==> src/ccd_map.svh <==
// named constants for the trilinear line timing generator
// assumes inclusion by bare name from the package and design modules
//
// What this block does
// (RQ1) both transfer gates stay off for the whole integration period
// (RQ2) at line end stop clocking with phase one high, phase two low
// (RQ3) with phases parked, turn both transfer gates on together
// (RQ4) then turn the first transfer gate off, second stays on
// (RQ5) only after the first is off, turn the second gate off
// (RQ6) after second gate off, resume complementary clocking for readout
// (RQ7) readout phases are a complementary pair, one high, one low
// (RQ8) one phase pair drives all three channel registers together
// (RQ9) pixel charge reaches all outputs on the phase two falling edge
// (RQ10) pulse the output reset gate once before each pixel output
// (RQ11) pixel counter spans 8022 cells per line
// (RQ12) drain gate high with first gate off diverts photocurrent
// (RQ13) raise drain gate as first gate turns off, lower during scan
// (RQ14) exposure is drain fall to first gate fall at line end
// (RQ15) each colour channel has its own drain gate and setting
// (RQ16) drain rising edge placed on the first transfer gate fall
// (RQ17) drain falling edge aligned with the phase clock edges
// (RQ18) both phases come from one flop so they stay complements
// (RQ19) phase clocks keep running between lines, no abrupt stops
// (RQ20) pulse widths, gaps, phase rate and exposure are programmable
// (RQ21) after reset gates off, drains low, clocking before transfer
`ifndef CCD_MAP_SVH
`define CCD_MAP_SVH

`define CCD_CELLS 8022
`define CCD_CHANNELS 3
`define CCD_CNT_W 16
`define CCD_CNT_ONE 16'h0001
`define CCD_CNT_ZERO 16'h0000
`define CCD_PHASE1_RST 1'b1
`define CCD_GATE_OFF 1'b0
`define CCD_DRAIN_RST 3'h0

`endif

==> src/ccd_line_timing_fix.sv <==
// holds no module; both design modules live in files of their own

==> src/ccd_pkg.sv <==
// types shared by the line timing generator modules
// assumes ccd_map.svh is on the include path
`include "ccd_map.svh"

package ccd_pkg;

    typedef logic [`CCD_CNT_W-1:0] ccd_cnt_t;

    // timing settings, all in system clock cycles except drain_end
    typedef struct packed {
        ccd_cnt_t half_cycles;
        ccd_cnt_t rst_cycles;
        ccd_cnt_t tg_on_cycles;
        ccd_cnt_t tg_gap_cycles;
        // cell index at which each channel's drain gate falls
        logic [`CCD_CHANNELS-1:0][`CCD_CNT_W-1:0] drain_end;
    } ccd_cfg_s;

    typedef struct packed {
        logic phase1;
        logic phase2;
        logic transfer_gate_first;
        logic transfer_gate_second;
        logic [`CCD_CHANNELS-1:0] exposure_drain;
        logic output_reset_gate_pin;
    } ccd_gate_s;

    typedef enum logic [2:0] {
        CCD_IDLE,
        CCD_PARK,
        CCD_TG_ON,
        CCD_TG1_OFF,
        CCD_TG2_OFF,
        CCD_READ
    } ccd_state_e;

endpackage

==> src/ccd_line_timing.sv <==
// line timing sequencer for a three-channel linear ccd sensor
// assumes i_start and i_cfg come from logic on i_clk; cfg held stable
// while a line is in flight
`timescale 1ns/10ps
`include "ccd_map.svh"

module ccd_line_timing #(
    parameter int CELLS = `CCD_CELLS,
    parameter int CHANNELS = `CCD_CHANNELS
) (
    // clock, reset, enable
    input wire logic i_clk,
    input wire logic i_rstn,
    input wire logic i_ce,
    // line request and settings
    input wire logic i_start,
    input wire ccd_pkg::ccd_cfg_s i_cfg,
    // sensor gates
    output ccd_pkg::ccd_gate_s o_gate,
    // readout status
    output logic o_busy,
    output logic o_pix_strobe,
    output ccd_pkg::ccd_cnt_t o_pix_index,
    output logic o_line_done
);

    localparam ccd_pkg::ccd_cnt_t LAST_CELL =
        ccd_pkg::ccd_cnt_t'(CELLS - 1);

    generate
        if (CELLS < 2 || CELLS >= (1 << `CCD_CNT_W)) begin : g_bad_cells
            $error("CELLS out of range for the pixel counter");
        end
        if (CHANNELS != `CCD_CHANNELS) begin : g_bad_ch
            $error("CHANNELS must match the gate struct width");
        end
    endgenerate

    typedef struct packed {
        ccd_pkg::ccd_state_e state;
        ccd_pkg::ccd_cnt_t cnt;
        ccd_pkg::ccd_cnt_t pix;
        // index of the cell just shifted; pix already points past it, except after the last cell
        ccd_pkg::ccd_cnt_t idx;
        logic tg1;
        logic tg2;
        logic [CHANNELS-1:0] drain;
        logic strobe;
        logic done;
    } ccd_lt_s;

    ccd_lt_s st_q;
    ccd_lt_s st_d;

    logic run;
    logic parked;
    logic shift_next;
    logic phase1;
    logic phase2;
    logic reset_gate;
    logic cnt_last;
    ccd_pkg::ccd_cnt_t cnt_lim;
    logic [CHANNELS-1:0] drain_fall;

    // clocks keep running except while parked for the transfer
    assign run = (st_q.state == ccd_pkg::CCD_IDLE) ||
                 (st_q.state == ccd_pkg::CCD_READ); // [RQ19] [RQ21]

    ccd_phase_gen u_phase (
        .i_clk(i_clk),
        .i_rstn(i_rstn),
        .i_ce(i_ce),
        .i_run(run),
        .i_half(i_cfg.half_cycles),
        .i_rst_w(i_cfg.rst_cycles),
        .o_phase1(phase1),
        .o_phase2(phase2),
        .o_reset_gate(reset_gate),
        .o_parked(parked),
        .o_shift_next(shift_next)
    );

    // the gates-on step times against tg_on_cycles, both gate-off steps against tg_gap_cycles
    always_comb begin
        case (st_q.state)
            ccd_pkg::CCD_TG_ON: begin
                cnt_lim = i_cfg.tg_on_cycles;
            end
            default: begin
                cnt_lim = i_cfg.tg_gap_cycles;
            end
        endcase
    end

    // a zero setting still gives one cycle per step
    assign cnt_last = (st_q.cnt + `CCD_CNT_ONE) >= cnt_lim;

    // per-channel drain release, on the same edge as the phase two fall
    genvar ch;
    generate
        for (ch = 0; ch < CHANNELS; ch++) begin : g_drain
            assign drain_fall[ch] = (st_q.state == ccd_pkg::CCD_READ) &&
                shift_next &&
                (st_q.pix == i_cfg.drain_end[ch]); // [RQ15] [RQ17]
        end
    endgenerate

    always_comb begin
        st_d = st_q;
        st_d.strobe = 1'b0;
        st_d.done = 1'b0;
        case (st_q.state)
            ccd_pkg::CCD_IDLE: begin
                // integration: photodiodes isolated from the registers
                st_d.tg1 = `CCD_GATE_OFF; // [RQ1]
                st_d.tg2 = `CCD_GATE_OFF; // [RQ1]
                if (i_start) begin
                    st_d.state = ccd_pkg::CCD_PARK;
                end
            end
            ccd_pkg::CCD_PARK: begin
                // no gate moves until the phases are held
                if (parked) begin // [RQ2]
                    st_d.tg1 = 1'b1; // [RQ3]
                    st_d.tg2 = 1'b1; // [RQ3]
                    st_d.cnt = `CCD_CNT_ZERO;
                    st_d.state = ccd_pkg::CCD_TG_ON;
                end
            end
            ccd_pkg::CCD_TG_ON: begin
                if (cnt_last) begin
                    st_d.tg1 = `CCD_GATE_OFF; // [RQ4]
                    // drain rises on the first gate fall; edge hidden in
                    // the transfer so no artefact reaches the output
                    st_d.drain = {CHANNELS{1'b1}}; // [RQ13] [RQ16] [RQ12]
                    st_d.cnt = `CCD_CNT_ZERO;
                    st_d.state = ccd_pkg::CCD_TG1_OFF;
                end else begin
                    st_d.cnt = st_q.cnt + `CCD_CNT_ONE;
                end
            end
            ccd_pkg::CCD_TG1_OFF: begin
                if (cnt_last) begin
                    st_d.tg2 = `CCD_GATE_OFF; // [RQ5]
                    st_d.cnt = `CCD_CNT_ZERO;
                    st_d.state = ccd_pkg::CCD_TG2_OFF;
                end else begin
                    st_d.cnt = st_q.cnt + `CCD_CNT_ONE;
                end
            end
            ccd_pkg::CCD_TG2_OFF: begin
                if (cnt_last) begin
                    st_d.pix = `CCD_CNT_ZERO;
                    st_d.cnt = `CCD_CNT_ZERO;
                    st_d.state = ccd_pkg::CCD_READ; // [RQ6]
                end else begin
                    st_d.cnt = st_q.cnt + `CCD_CNT_ONE;
                end
            end
            ccd_pkg::CCD_READ: begin
                // exposure ends at next line's first gate fall, so the
                // drain release point sets it per channel
                st_d.drain = st_q.drain & ~drain_fall; // [RQ14]
                if (shift_next) begin // [RQ8] [RQ9]
                    st_d.strobe = 1'b1;
                    st_d.idx = st_q.pix;
                    if (st_q.pix == LAST_CELL) begin // [RQ11]
                        st_d.done = 1'b1;
                        st_d.state = ccd_pkg::CCD_IDLE;
                    end else begin
                        st_d.pix = st_q.pix + `CCD_CNT_ONE;
                    end
                end
            end
            default: begin
                st_d.tg1 = `CCD_GATE_OFF;
                st_d.tg2 = `CCD_GATE_OFF;
                st_d.state = ccd_pkg::CCD_IDLE;
            end
        endcase
    end

    always_ff @(posedge i_clk or negedge i_rstn) begin
        if (!i_rstn) begin
            st_q.state <= ccd_pkg::CCD_IDLE;
            st_q.cnt <= `CCD_CNT_ZERO;
            st_q.pix <= `CCD_CNT_ZERO;
            st_q.idx <= `CCD_CNT_ZERO;
            st_q.tg1 <= `CCD_GATE_OFF; // [RQ21]
            st_q.tg2 <= `CCD_GATE_OFF; // [RQ21]
            st_q.drain <= `CCD_DRAIN_RST; // [RQ21]
            st_q.strobe <= 1'b0;
            st_q.done <= 1'b0;
        end else if (i_ce) begin
            st_q <= st_d;
        end
    end

    // shared phases feed every channel register
    assign o_gate.phase1 = phase1; // [RQ8]
    assign o_gate.phase2 = phase2; // [RQ8]
    assign o_gate.transfer_gate_first = st_q.tg1;
    assign o_gate.transfer_gate_second = st_q.tg2;
    assign o_gate.exposure_drain = st_q.drain;
    assign o_gate.output_reset_gate_pin = reset_gate;
    assign o_busy = (st_q.state != ccd_pkg::CCD_IDLE);
    assign o_pix_strobe = st_q.strobe;
    assign o_pix_index = st_q.idx;
    assign o_line_done = st_q.done;

endmodule

==> src/ccd_phase_gen.sv <==
// two-phase register clock and output reset gate generator
// assumes one clock domain; i_run comes from the line sequencer
`timescale 1ns/10ps
`include "ccd_map.svh"

module ccd_phase_gen (
    // clock, reset, enable
    input wire logic i_clk,
    input wire logic i_rstn,
    input wire logic i_ce,
    // control
    input wire logic i_run,
    input wire ccd_pkg::ccd_cnt_t i_half,
    input wire ccd_pkg::ccd_cnt_t i_rst_w,
    // phase outputs
    output logic o_phase1,
    output logic o_phase2,
    output logic o_reset_gate,
    output logic o_parked,
    output logic o_shift_next
);

    typedef struct packed {
        logic ph;
        logic stopped;
        logic rg;
        ccd_pkg::ccd_cnt_t cnt;
    } ccd_pg_s;

    ccd_pg_s st_q;
    ccd_pg_s st_d;
    logic last;
    logic adv;

    assign last = (st_q.cnt + `CCD_CNT_ONE) >= i_half;
    // a phase-two-high half always runs out, so parking lands on phase one
    assign adv = i_run || !st_q.ph;
    assign o_shift_next = i_ce && adv && !st_q.ph && last; // [RQ9]

    always_comb begin
        st_d = st_q;
        if (adv) begin
            st_d.stopped = 1'b0;
            if (last) begin
                st_d.cnt = `CCD_CNT_ZERO;
                st_d.ph = ~st_q.ph; // [RQ7]
            end else begin
                st_d.cnt = st_q.cnt + `CCD_CNT_ONE;
            end
        end else begin
            // held with phase one high and phase two low
            st_d.cnt = `CCD_CNT_ZERO;
            st_d.stopped = 1'b1; // [RQ2]
        end
        // reset pulse at the head of the phase-two-high half
        st_d.rg = !st_d.ph && (st_d.cnt < i_rst_w) && adv; // [RQ10]
    end

    always_ff @(posedge i_clk or negedge i_rstn) begin
        if (!i_rstn) begin
            st_q.ph <= `CCD_PHASE1_RST;
            st_q.stopped <= 1'b0;
            st_q.rg <= 1'b0;
            st_q.cnt <= `CCD_CNT_ZERO;
        end else if (i_ce) begin
            st_q <= st_d;
        end
    end

    // both phases from one flop keeps them exact complements
    assign o_phase1 = st_q.ph; // [RQ18]
    assign o_phase2 = ~st_q.ph; // [RQ18]
    assign o_reset_gate = st_q.rg;
    assign o_parked = st_q.stopped;

endmodule

==> config.mk <==
export PLATFORM = sky130hd
export DESIGN_NAME = ccd_line_timing
export DESIGN_NICKNAME = d
export VERILOG_FILES = /design/src/ccd_line_timing_fix.sv /design/src/ccd_pkg.sv /design/src/ccd_line_timing.sv /design/src/ccd_phase_gen.sv
export VERILOG_INCLUDE_DIRS = /design/src
export SDC_FILE = /design/constraint.sdc
export NUM_CORES = 1
export LEC_CHECK = 0
export ABC_AREA = 1
export BUFFER_PORTS_ARGS = -buffer_cell sky130_fd_sc_hd__buf_2
export CORE_MARGIN = 4
export CORE_UTILIZATION = 45
export CTS_CLUSTER_DIAMETER = 50
export CTS_CLUSTER_SIZE = 12
export DETAILED_ROUTE_END_ITERATION = 6
export GPL_ROUTABILITY_DRIVEN = 0
export PLACE_DENSITY_LB_ADDON = 0.15
export SYNTH_ARGS = -nofsm -noshare
export SYNTH_HDL_FRONTEND = slang
export SYNTH_SLANG_ARGS = --single-unit
==> constraint.sdc <==
create_clock -name i_clk -period 5 [get_ports i_clk]
set_input_delay 0.5 -clock i_clk [delete_from_list [all_inputs] [get_ports i_clk]]
set_output_delay 0.5 -clock i_clk [all_outputs]
set_load 0.02 [all_outputs]
==> results of run 1 <==
==> critical path, stage by stage, from the launching register on <==
cell and delay, ns:
sky130_fd_sc_hd__dfrtp_1 0.42, sky130_fd_sc_hd__ha_1 0.21, sky130_fd_sc_hd__nand3_1 0.12, sky130_fd_sc_hd__nor2_1 0.15, sky130_fd_sc_hd__nand3_1 0.12, sky130_fd_sc_hd__nor2_2 0.14
sky130_fd_sc_hd__nand3_2 0.12, sky130_fd_sc_hd__nor4_2 0.18, sky130_fd_sc_hd__xor2_1 0.21, sky130_fd_sc_hd__inv_1 0.06, sky130_fd_sc_hd__ha_1 0.28, sky130_fd_sc_hd__nand2_2 0.06
sky130_fd_sc_hd__nor4_2 0.25, sky130_fd_sc_hd__nand2_1 0.11, sky130_fd_sc_hd__nand2_2 0.09, sky130_fd_sc_hd__inv_1 0.06, sky130_fd_sc_hd__nand2_1 0.30, sky130_fd_sc_hd__inv_1 0.24
sky130_fd_sc_hd__nand2_1 0.16, sky130_fd_sc_hd__inv_1 0.05, sky130_fd_sc_hd__ha_1 0.30, sky130_fd_sc_hd__nand4_1 0.12, sky130_fd_sc_hd__o221ai_1 0.18, sky130_fd_sc_hd__nor2_1 0.08
sky130_fd_sc_hd__nand2_1 0.06, sky130_fd_sc_hd__nand2_1 0.04
==> final cells by class <==
| type | count | area share, % |
|---|---|---|
| multi-input combinational | 583 | 49.66 |
| sequential | 77 | 26.05 |
| timing repair buffer | 142 | 9.635 |
| inverter | 137 | 7.015 |
| clock buffer | 10 | 3.093 |
| tap | 180 | 3.043 |
| clock inverter | 6 | 1.504 |
==> power by group through the flow <==
| stage | sequential (uW) | combinational [uW] | clock, uW |
|---|---|---|---|
| after global routing | 786 | 970 | 798 |
| final | 773 | 846 | 757 |
| after CTS | 773 | 858 | 771 |
| after detailed placement | 782 | 855 | 0 |
| after floorplan | 768 | 653 | 0 |
| after global placement | 781 | 846 | 0 |
==> cell usage in the layout (no fill, tap or decap), types with 2 or more instances in the layout <==
cell type,instances
sky130_fd_sc_hd__nand2_1,175
sky130_fd_sc_hd__buf_2,141
sky130_fd_sc_hd__inv_1,132
sky130_fd_sc_hd__dfrtp_1,76
sky130_fd_sc_hd__nor2_1,51
sky130_fd_sc_hd__ha_1,51
sky130_fd_sc_hd__o21ai_0,40
sky130_fd_sc_hd__xor2_1,39
sky130_fd_sc_hd__nand3_1,29
sky130_fd_sc_hd__xnor2_1,25
sky130_fd_sc_hd__a21oi_1,23
sky130_fd_sc_hd__nand4_1,18
sky130_fd_sc_hd__mux2i_1,16
sky130_fd_sc_hd__nand2_2,13
sky130_fd_sc_hd__o22ai_1,13
sky130_fd_sc_hd__o21ai_2,13
sky130_fd_sc_hd__nor3_1,12
sky130_fd_sc_hd__or2_2,9
sky130_fd_sc_hd__clkbuf_16,9
sky130_fd_sc_hd__o31ai_1,7
sky130_fd_sc_hd__nor4_1,7
sky130_fd_sc_hd__o21ai_1,6
sky130_fd_sc_hd__inv_2,4
sky130_fd_sc_hd__nand3_2,4
sky130_fd_sc_hd__nor2_2,3
sky130_fd_sc_hd__nor3_2,3
sky130_fd_sc_hd__o2111ai_1,3
sky130_fd_sc_hd__bufinv_16,3
sky130_fd_sc_hd__nor2_4,2
sky130_fd_sc_hd__nor4_2,2
sky130_fd_sc_hd__nand2_4,2
sky130_fd_sc_hd__a211oi_1,2
==> cell families after synthesis <==
group | share of synthesized area (%)
simple gates | 24.65
buf+inv | 12.86
compound gates | 10.88
flops | 29.98
xor+xnor | 9.222
fa+ha+maj | 9.922
mux | 2.490
==> state kept, by name, indices dropped and copies added (netlist names) <==
signal	cells
u_phase.o_parked	1
o_pix_strobe	1
o_line_done	1
st_q	35
u_phase.o_phase1	1
u_phase.st_q	16
u_phase.o_reset_gate	1
o_pix_index	16
o_gate	5
==> layer usage <==
metal  part of all wire, %  vias to the layer above  global-route usage, %
met5                     0                        -                      0
met1                    48                     2537                  27.89
li1                      -                     2924                      -
met4                   1.5                        0                  4.795
met2                    45                      118                  30.38
met3                   4.9                       19                  3.512
==> through the flow <==
stage	setup slack, ns	instance area, um2	total power, uW
2_1_floorplan	1.313	6431	1421
3_3_place_gp	0.8950	7062	1627
3_5_place_dp	0.7571	7062	1637
4_1_cts	0.7341	7402	2402
5_1_grt	0.2143	7402	2554
6_report	0.7426	7402	2377
==> final timing paths <==
check | depth (start not counted) | from | slack (ns) | to
setup reg to reg | 25 | u_phase.st_q[0]$_DFFE_PN0P_ | 0.74 | u_phase.o_reset_gate$_DFFE_PN0P_
hold reg to reg | 2 | o_gate[5]$_DFFE_PN0P_ | 0.47 | o_gate[5]$_DFFE_PN0P_
max in group asynchronous | 1 | i_rstn | 4.04 | st_q[40]$_DFFE_PN0P_
setup / recovery | 25 | u_phase.st_q[0]$_DFFE_PN0P_ | 0.74 | u_phase.o_reset_gate$_DFFE_PN0P_
hold / removal | 1 | i_rstn | 0.31 | o_pix_index[1]$_DFFE_PN0P_
min in group i_clk | 2 | o_gate[5]$_DFFE_PN0P_ | 0.47 | o_gate[5]$_DFFE_PN0P_
==> reports/qor_table.md, run 1 <==
| Metric | This run | Unit |
| --- | --- | --- |
| Portion of synthesized cell area occupied by the leading cell type | 29.57 | % |
| Cell types occupying the most area after synthesis | sky130_fd_sc_hd__dfrtp_1 (30%), sky130_fd_sc_hd__nand2_1 (10%), sky130_fd_sc_hd__ha_1 (9.9%) | - |
| Initial DRT Pass Iterations | 5 | - |
| Most numerous cell in the Yosys netlist | sky130_fd_sc_hd__nand2_1 | - |
| Worst path arrival time | 4.49 | ns |
| Sw Pwr | 878.5 | uW |
| Count of fill cells added during filler insertion | 1388 | - |
| Outcome | completed | - |
| Inserted Clock Buffers | 9 | - |
| Post-Synthesis Net Count | 1014 | - |
| Largest clock skew in the final design | 0.008169 | ns |
| Post-CTS Resized | 0 | - |
| Quantity of I/O buffers inserted on ports | 142 | - |
| Share of synthesized registers carrying an async set or reset | 100.0 | % |
| Initial core utilization | 46.15 | % |
| TritonCTS clock tree | yes | - |
| Hold Vio Cnt, Final | 0 | - |
| FF+latch area | 1928 | um2 |
| Total number of placement rows | 43 | - |
| Crit Path Category | reg -> reg | - |
| Via-to-Cell Ratio | 4.932 | - |
| Final Core Density | 53.12 | % |
| Residual DRC | 0 | - |
| Clock group share of total power | 31.9 | % |
| Cell variety after synth | 50 | - |
| Die Span Y | 127.5 | um |
| Shortest clock period the worst path allows after layout | 4.257 | ns |
| Grt total ovfl | 0 | - |
| CTS Buffer Depth | 2 | - |
| Maximum level of the CTS H-tree | 3 | - |
| Largest driver fanout on the critical path | 10 | - |
| Mapped Avg Cell Area | 7.593 | um2 |
| Crit path capture type | register | - |
| Portion of total power attributed to combinational logic | 35.6 | % |
| Total number of clock tree sinks | 77 | - |
| Maximum number of pins on one net before global-route repair | 78 | - |
| Sequential cell area fraction in the yosys report | 29.98 | % |
| WL final | 15660 | um |
| Yosys warnings | 0 | - |
| Setup TNS | 0 | ns |
| DR iter-0 viols | 314 | - |
| Final Max Tran Viols | 0 | - |
| Antenna violations before repair | 0 | - |
| Sequential share of power | 32.5 | % |
| CTS root buf | sky130_fd_sc_hd__clkbuf_16 | - |
| Kind of start point of the critical path | register | - |
| HP Class | in -> async | - |
| Internal power consumption | 1498 | uW |
| Switching power as a share of total power | 36.96 | % |
| Total power divided by cell area | 321.1 | nW/um2 |
| Routed via count | 5598 | - |
| First-pass GRT wire length | 25720 | um |
| Detail Route Antenna Nets | 0 | - |
| Clock slew at the register clock pins of the worst setup and hold paths | 0.06 | ns |
| # hold bufs at CTS | 0 | - |
| Peak supply drop | 183.2 | uV |
| Area of the core | 13930 | um2 |
| Insertion delay of the later-clocked pin in the worst-skew pair | 0.34 | ns |
| RSZ-0062 raised after global routing | no | - |
| Share of final-layout standard cells stronger than drive strength 1 | 23.14 | % |
| Most instantiated cells after synthesis | sky130_fd_sc_hd__nand2_1 (175), sky130_fd_sc_hd__inv_1 (132), sky130_fd_sc_hd__dfrtp_1 (76) | - |
| Area leader, netlist | sky130_fd_sc_hd__dfrtp_1 | - |
| Area of the multi-input gates | 3676 | um2 |
| Maximum capacitance violations | 0 | - |
| Average routed wire per standard cell | 13.80 | um |
| GR Util All Layers | 19.43 | % |
| Synthesized area | 6431 | um2 |
| Die span in x | 127.5 | um |
| Post-CTS Setup Bufs | 0 | - |
| Final instance count without filler cells | 1135 | - |
| Worst-case hold slack | 0.3090 | ns |
| Cell total after placement | 1119 | - |
| Normalized max-slew margin | 33.97 | % |
| Die ar. | 16270 | um2 |
| Main synth FF type | sky130_fd_sc_hd__dfrtp_1 | - |
| Number of nets in the layout | 1117 | - |
| Count of mapped cells out of synthesis | 847 | - |
| I/O pin count | 143 | - |
| P_leak | 0.003962 | uW |
| EDFF count, synth | 0 | - |
| Number of register bits inferred by synthesis | 77 | - |
| Upper clock frequency limit | 0.2349 | GHz |
| Count of antenna diodes in the layout | 0 | - |
| Count of final setup violators | 0 | - |
| Transition time of the tightest slew-check pin | 0.9905 | ns |
| Synth-to-layout area growth | 15.10 | % |
| Required time of the critical path | 5.23 | ns |
| Number of global-route vias before repair | 5293 | - |
| Post-DP HPWL | 12330 | um |
| Final Cycle Share | 85.15 | % |
No activity file was read; power rests on OpenSTA's default activity.
==> run 2, diff against run 1 <==
SYNTH_HIERARCHICAL = 1   (was unset)
==> run 2 against run 1 <==
Power fell by 5.9%. Synthesized area rose by 7.2%. Utilization fell by 0.51 points. Largest power group unchanged.
==> reports/qor_table.md, run 2 <==
| Metric | This run | Unit | Change |
| --- | --- | --- | --- |
| HP Class | in -> async | - |  |
| Antenna violations before repair | 0 | - | unchanged |
| Main synth FF type | sky130_fd_sc_hd__dfrtp_1 | - |  |
| Buffers & Inverters on Critical Path | 5 | - | +1 |
| Clock slew at the register clock pins of the worst setup and hold paths | 0.06 | ns | about the same |
| Inserted Clock Buffers | 9 | - | unchanged |
| Outcome | completed | - |  |
| Peak supply drop | 170.8 | uV | -6.7% |
| Synth-to-layout area growth | 12.57 | % |  |
| Crit path max-delay family | simple AND/OR/NAND/NOR gates | - |  |
| Post-DP HPWL | 12710 | um | +3.1% |
| Initial core utilization | 46.74 | % | +0.58 points |
| Critical Path Max Stage Delay | 0.42 | ns | about the same |
| Transition time of the tightest slew-check pin | 1.053 | ns | +0.06252 ns |
| First-pass GRT wire length | 26870 | um | +4.5% |
| Hold Vio Cnt, Final | 0 | - | unchanged |
| Share of final-layout standard cells stronger than drive strength 1 | 22.63 | % | -0.51 points |
| Cell area reported after detailed placement | 7481 | um2 | +5.9% |
| Number of register bits inferred by synthesis | 77 | - | unchanged |
| Maximum level of the CTS H-tree | 3 | - | unchanged |
| Portion of synthesized cell area occupied by the leading cell type | 27.58 | % | -2.0 points |
| Design Power | 2237 | uW | -5.9% |
| Final Cycle Share | 82.77 | % | -2.4 points |
| Residual DRC | 0 | - | unchanged |
| Worst r2r src | u_phase/st_q[0]$_DFFE_PN0P_ | - |  |
| Area of the multi-input gates | 3988 | um2 | +8.5% |
| Total number of clock tree sinks | 77 | - | unchanged |
| Upper clock frequency limit | 0.2416 | GHz | +2.9% |
| Area of the core | 14750 | um2 | +5.9% |
| Post-Synthesis Net Count | 1147 | - | +13% |
| Final critical-path setup slack | 0.8616 | ns | +0.1190 ns |
| Setup Slack @ Placement | 0.9175 | ns | +0.1604 ns |
| Die ar. | 17370 | um2 | +6.8% |
| Die Span Y | 131.8 | um | +3.3% |
| CTS Buffer Depth | 2 | - | unchanged |
| Final Max Tran Viols | 0 | - | unchanged |
| Total power divided by cell area | 288.1 | nW/um2 | -10% |
| Sequential cell area fraction in the yosys report | 27.96 | % | -2.0 points |
| Register-to-register setup slack | 0.86 | ns | +0.12 ns |
| Detail Route Antenna Nets | 0 | - | unchanged |
| Yosys warnings | 6 | - | +6 |
| Crit Path Category | reg -> reg | - |  |
| Most used cells in the layout excluding fill and tap cells | sky130_fd_sc_hd__nand2_1 (319), sky130_fd_sc_hd__buf_2 (141), sky130_fd_sc_hd__inv_1 (139) | - |  |
| Maximum number of pins on one net before global-route repair | 41 | - | -47% |
| Normalized max-slew margin | 29.63 | % | -4.3 points |
| Mapped Avg Cell Area | 7.036 | um2 | -7.3% |
| Most numerous cell in the Yosys netlist | sky130_fd_sc_hd__nand2_1 | - |  |
| Via-to-Cell Ratio | 4.761 | - | -3.5% |
| Synthesized area | 6895 | um2 | +7.2% |
| Worst path arrival time | 4.41 | ns | -0.08 ns |
| Cell variety after synth | 48 | - | -4.0% |
| EDFF count, synth | 0 | - | unchanged |
| Routed via count | 6051 | - | +8.1% |
| Setup TNS | 0 | ns | unchanged |
| I/O pin count | 143 | - | unchanged |
| TritonCTS clock tree | yes | - |  |
| Cell types occupying the most area after synthesis | sky130_fd_sc_hd__dfrtp_1 (28%), sky130_fd_sc_hd__nand2_1 (17%), sky130_fd_sc_hd__ha_1 (9.3%) | - |  |
| Required time of the critical path | 5.27 | ns | +0.04 ns |
| Largest driver fanout on the critical path | 11 | - | +1 |
| Shortest clock period the worst path allows after layout | 4.138 | ns | -0.1190 ns |
| Cell total after placement | 1256 | - | +12% |
| Maximum capacitance violations | 0 | - | unchanged |
| Number of global-route vias before repair | 5673 | - | +7.2% |
| Grt total ovfl | 0 | - | unchanged |
| Quantity of I/O buffers inserted on ports | 142 | - | unchanged |
| Most flops, register | st_q | - |  |
| Count of antenna diodes in the layout | 0 | - | unchanged |
| Total number of placement rows | 44 | - | +2.3% |
| Largest clock skew in the final design | 0.005785 | ns | -0.002384 ns |
| Average routed wire per standard cell | 12.65 | um | -8.3% |
| CTS root buf | sky130_fd_sc_hd__clkbuf_16 | - |  |
| FF+latch area | 1928 | um2 | unchanged |
| Initial DRT Pass Iterations | 4 | - | -1 |
| Kind of start point of the critical path | register | - |  |
| Area leader, netlist | sky130_fd_sc_hd__dfrtp_1 | - |  |
| Number of nets in the layout | 1250 | - | +12% |
| Post-CTS Setup Bufs | 0 | - | unchanged |
| Share of synthesized registers carrying an async set or reset | 100.0 | % | unchanged |
| Count of mapped cells out of synthesis | 980 | - | +16% |
| Reg2reg path depth | 27 | - | +8.0% |
| DR iter-0 viols | 404 | - | +29% |
| Slowest CP cell | sky130_fd_sc_hd__dfrtp_1 | - |  |
| Insertion delay of the later-clocked pin in the worst-skew pair | 0.34 | ns | about the same |
| P_leak | 0.004542 | uW | +15% |
| WL final | 16080 | um | +2.7% |
| RSZ-0062 raised after global routing | no | - |  |
| Finished layout cell area | 7762 | um2 | +4.9% |
| Count of fill cells added during filler insertion | 1506 | - | +8.5% |
| Post-CTS Resized | 0 | - | unchanged |
| Leading cell type in the layout, fill and taps excluded | sky130_fd_sc_hd__nand2_1 | - |  |
| Count of final setup violators | 0 | - | unchanged |
| Most repeated library cell on the critical path | sky130_fd_sc_hd__inv_2 | - |  |
| Crit path capture type | register | - |  |
| Die span in x | 131.8 | um | +3.3% |
| Final instance count without filler cells | 1271 | - | +12% |
| GR Util All Layers | 18.45 | % | -0.98 points |
| Most instantiated cells after synthesis | sky130_fd_sc_hd__nand2_1 (319), sky130_fd_sc_hd__inv_1 (139), sky130_fd_sc_hd__dfrtp_1 (76) | - |  |
| Max reg flops | 35 | - | unchanged |
| # hold bufs at CTS | 0 | - | unchanged |
| Worst reg2reg path endpoint | u_phase/o_reset_gate$_DFFE_PN0P_ | - |  |
[run 2: changes by cell type in the layout (fill, tap and decap cells not counted), moves of 9 or more]
cell / before / now
sky130_fd_sc_hd__nand2_1: 175 / 319
sky130_fd_sc_hd__xnor2_1: 25 / 3
sky130_fd_sc_hd__nor2_1: 51 / 71
sky130_fd_sc_hd__inv_2: 4 / 20
sky130_fd_sc_hd__o22ai_1: 13 / 0
sky130_fd_sc_hd__o21ai_1: 6 / 18
sky130_fd_sc_hd__o21ai_0: 40 / 30
sky130_fd_sc_hd__o21ai_2: 13 / 22
sky130_fd_sc_hd__or2_2: 9 / 0
[run 2: worst max path at each step]
| stage | startpoint | to | slack [ns] | cells past startpoint |
|---|---|---|---|---|
| 2_1_floorplan | u_phase/st_q[0]$_DFFE_PN0P_ | u_phase/o_reset_gate$_DFFE_PN0P_ | 1.33 | 28 |
| 3_3_place_gp | u_phase/st_q[0]$_DFFE_PN0P_ | u_phase/o_reset_gate$_DFFE_PN0P_ | 1.08 | 27 |
| 3_5_place_dp | u_phase/st_q[0]$_DFFE_PN0P_ | u_phase/o_reset_gate$_DFFE_PN0P_ | 0.92 | 27 |
| 4_1_cts | u_phase/st_q[0]$_DFFE_PN0P_ | u_phase/o_reset_gate$_DFFE_PN0P_ | 0.88 | 27 |
| 5_1_grt | u_phase/st_q[0]$_DFFE_PN0P_ | u_phase/o_reset_gate$_DFFE_PN0P_ | 0.48 | 27 |
| 6_report | u_phase/st_q[0]$_DFFE_PN0P_ | u_phase/o_reset_gate$_DFFE_PN0P_ | 0.86 | 27 |
[run 2: final cells by class]
class                   instances  share of cell area (%)
repair buffers                143                   9.284
well taps                     184                   2.966
clock buffers                  10                   2.950
clock inverters                 5                  0.6770
inverters                     163                   7.914
flip-flops and latches         77                   24.84
multi-input cells             689                   51.37
[run 2: worst reg2reg max path, delay by kind of cell (launching register included)]
family / cells / cell delay [ns]
adders and majority gates: 3 / 0.76
DFF: 1 / 0.42
and+or+nand+nor: 14 / 1.67
AOI/OAI and AO/OA: 4 / 0.49
buffers and inverters: 5 / 0.46
xor gates and xnor gates: 1 / 0.28
[run 2: cell families (layout without fill, tap and decap cells)]
family | Yosys count | count (layout) | share of synthesized area, %
simple gates | 475 | 475 | 30.83
buf+inv | 214 | 321 | 14.21
compound gates | 98 | 98 | 9.000
flops | 77 | 77 | 27.96
fa+ha+maj | 51 | 51 | 9.254
xor+xnor | 50 | 50 | 6.569
mux | 15 | 15 | 2.177
[run 2: metrics by stage]
step	hold WS, ns	utilization (%)
finish	0.1393	52.61
global route	0.1893	52.61
CTS	0.1620	52.61
detailed placement	0.4555	50.70
global placement	0.4547	50.70
floorplan	0.2044	-
[run 2: per-layer routing]
metal | global-route usage (%) | part of all wire (%) | up-vias
met5 | 0 | 0 | -
li1 | - | - | 3224
met3 | 3.321 | 4.6 | 22
met2 | 30.60 | 46 | 132
met4 | 5.659 | 1.7 | 0
met1 | 24.62 | 47 | 2673
[run 2: power by group]
part / switching (uW) / internal, uW / total, uW / leakage [uW]
Sequential: 70.8 / 691 / 762 / 0.00105
Clock: 255 / 381 / 637 / 0.000138
Combinational: 536 / 302 / 838 / 0.00335
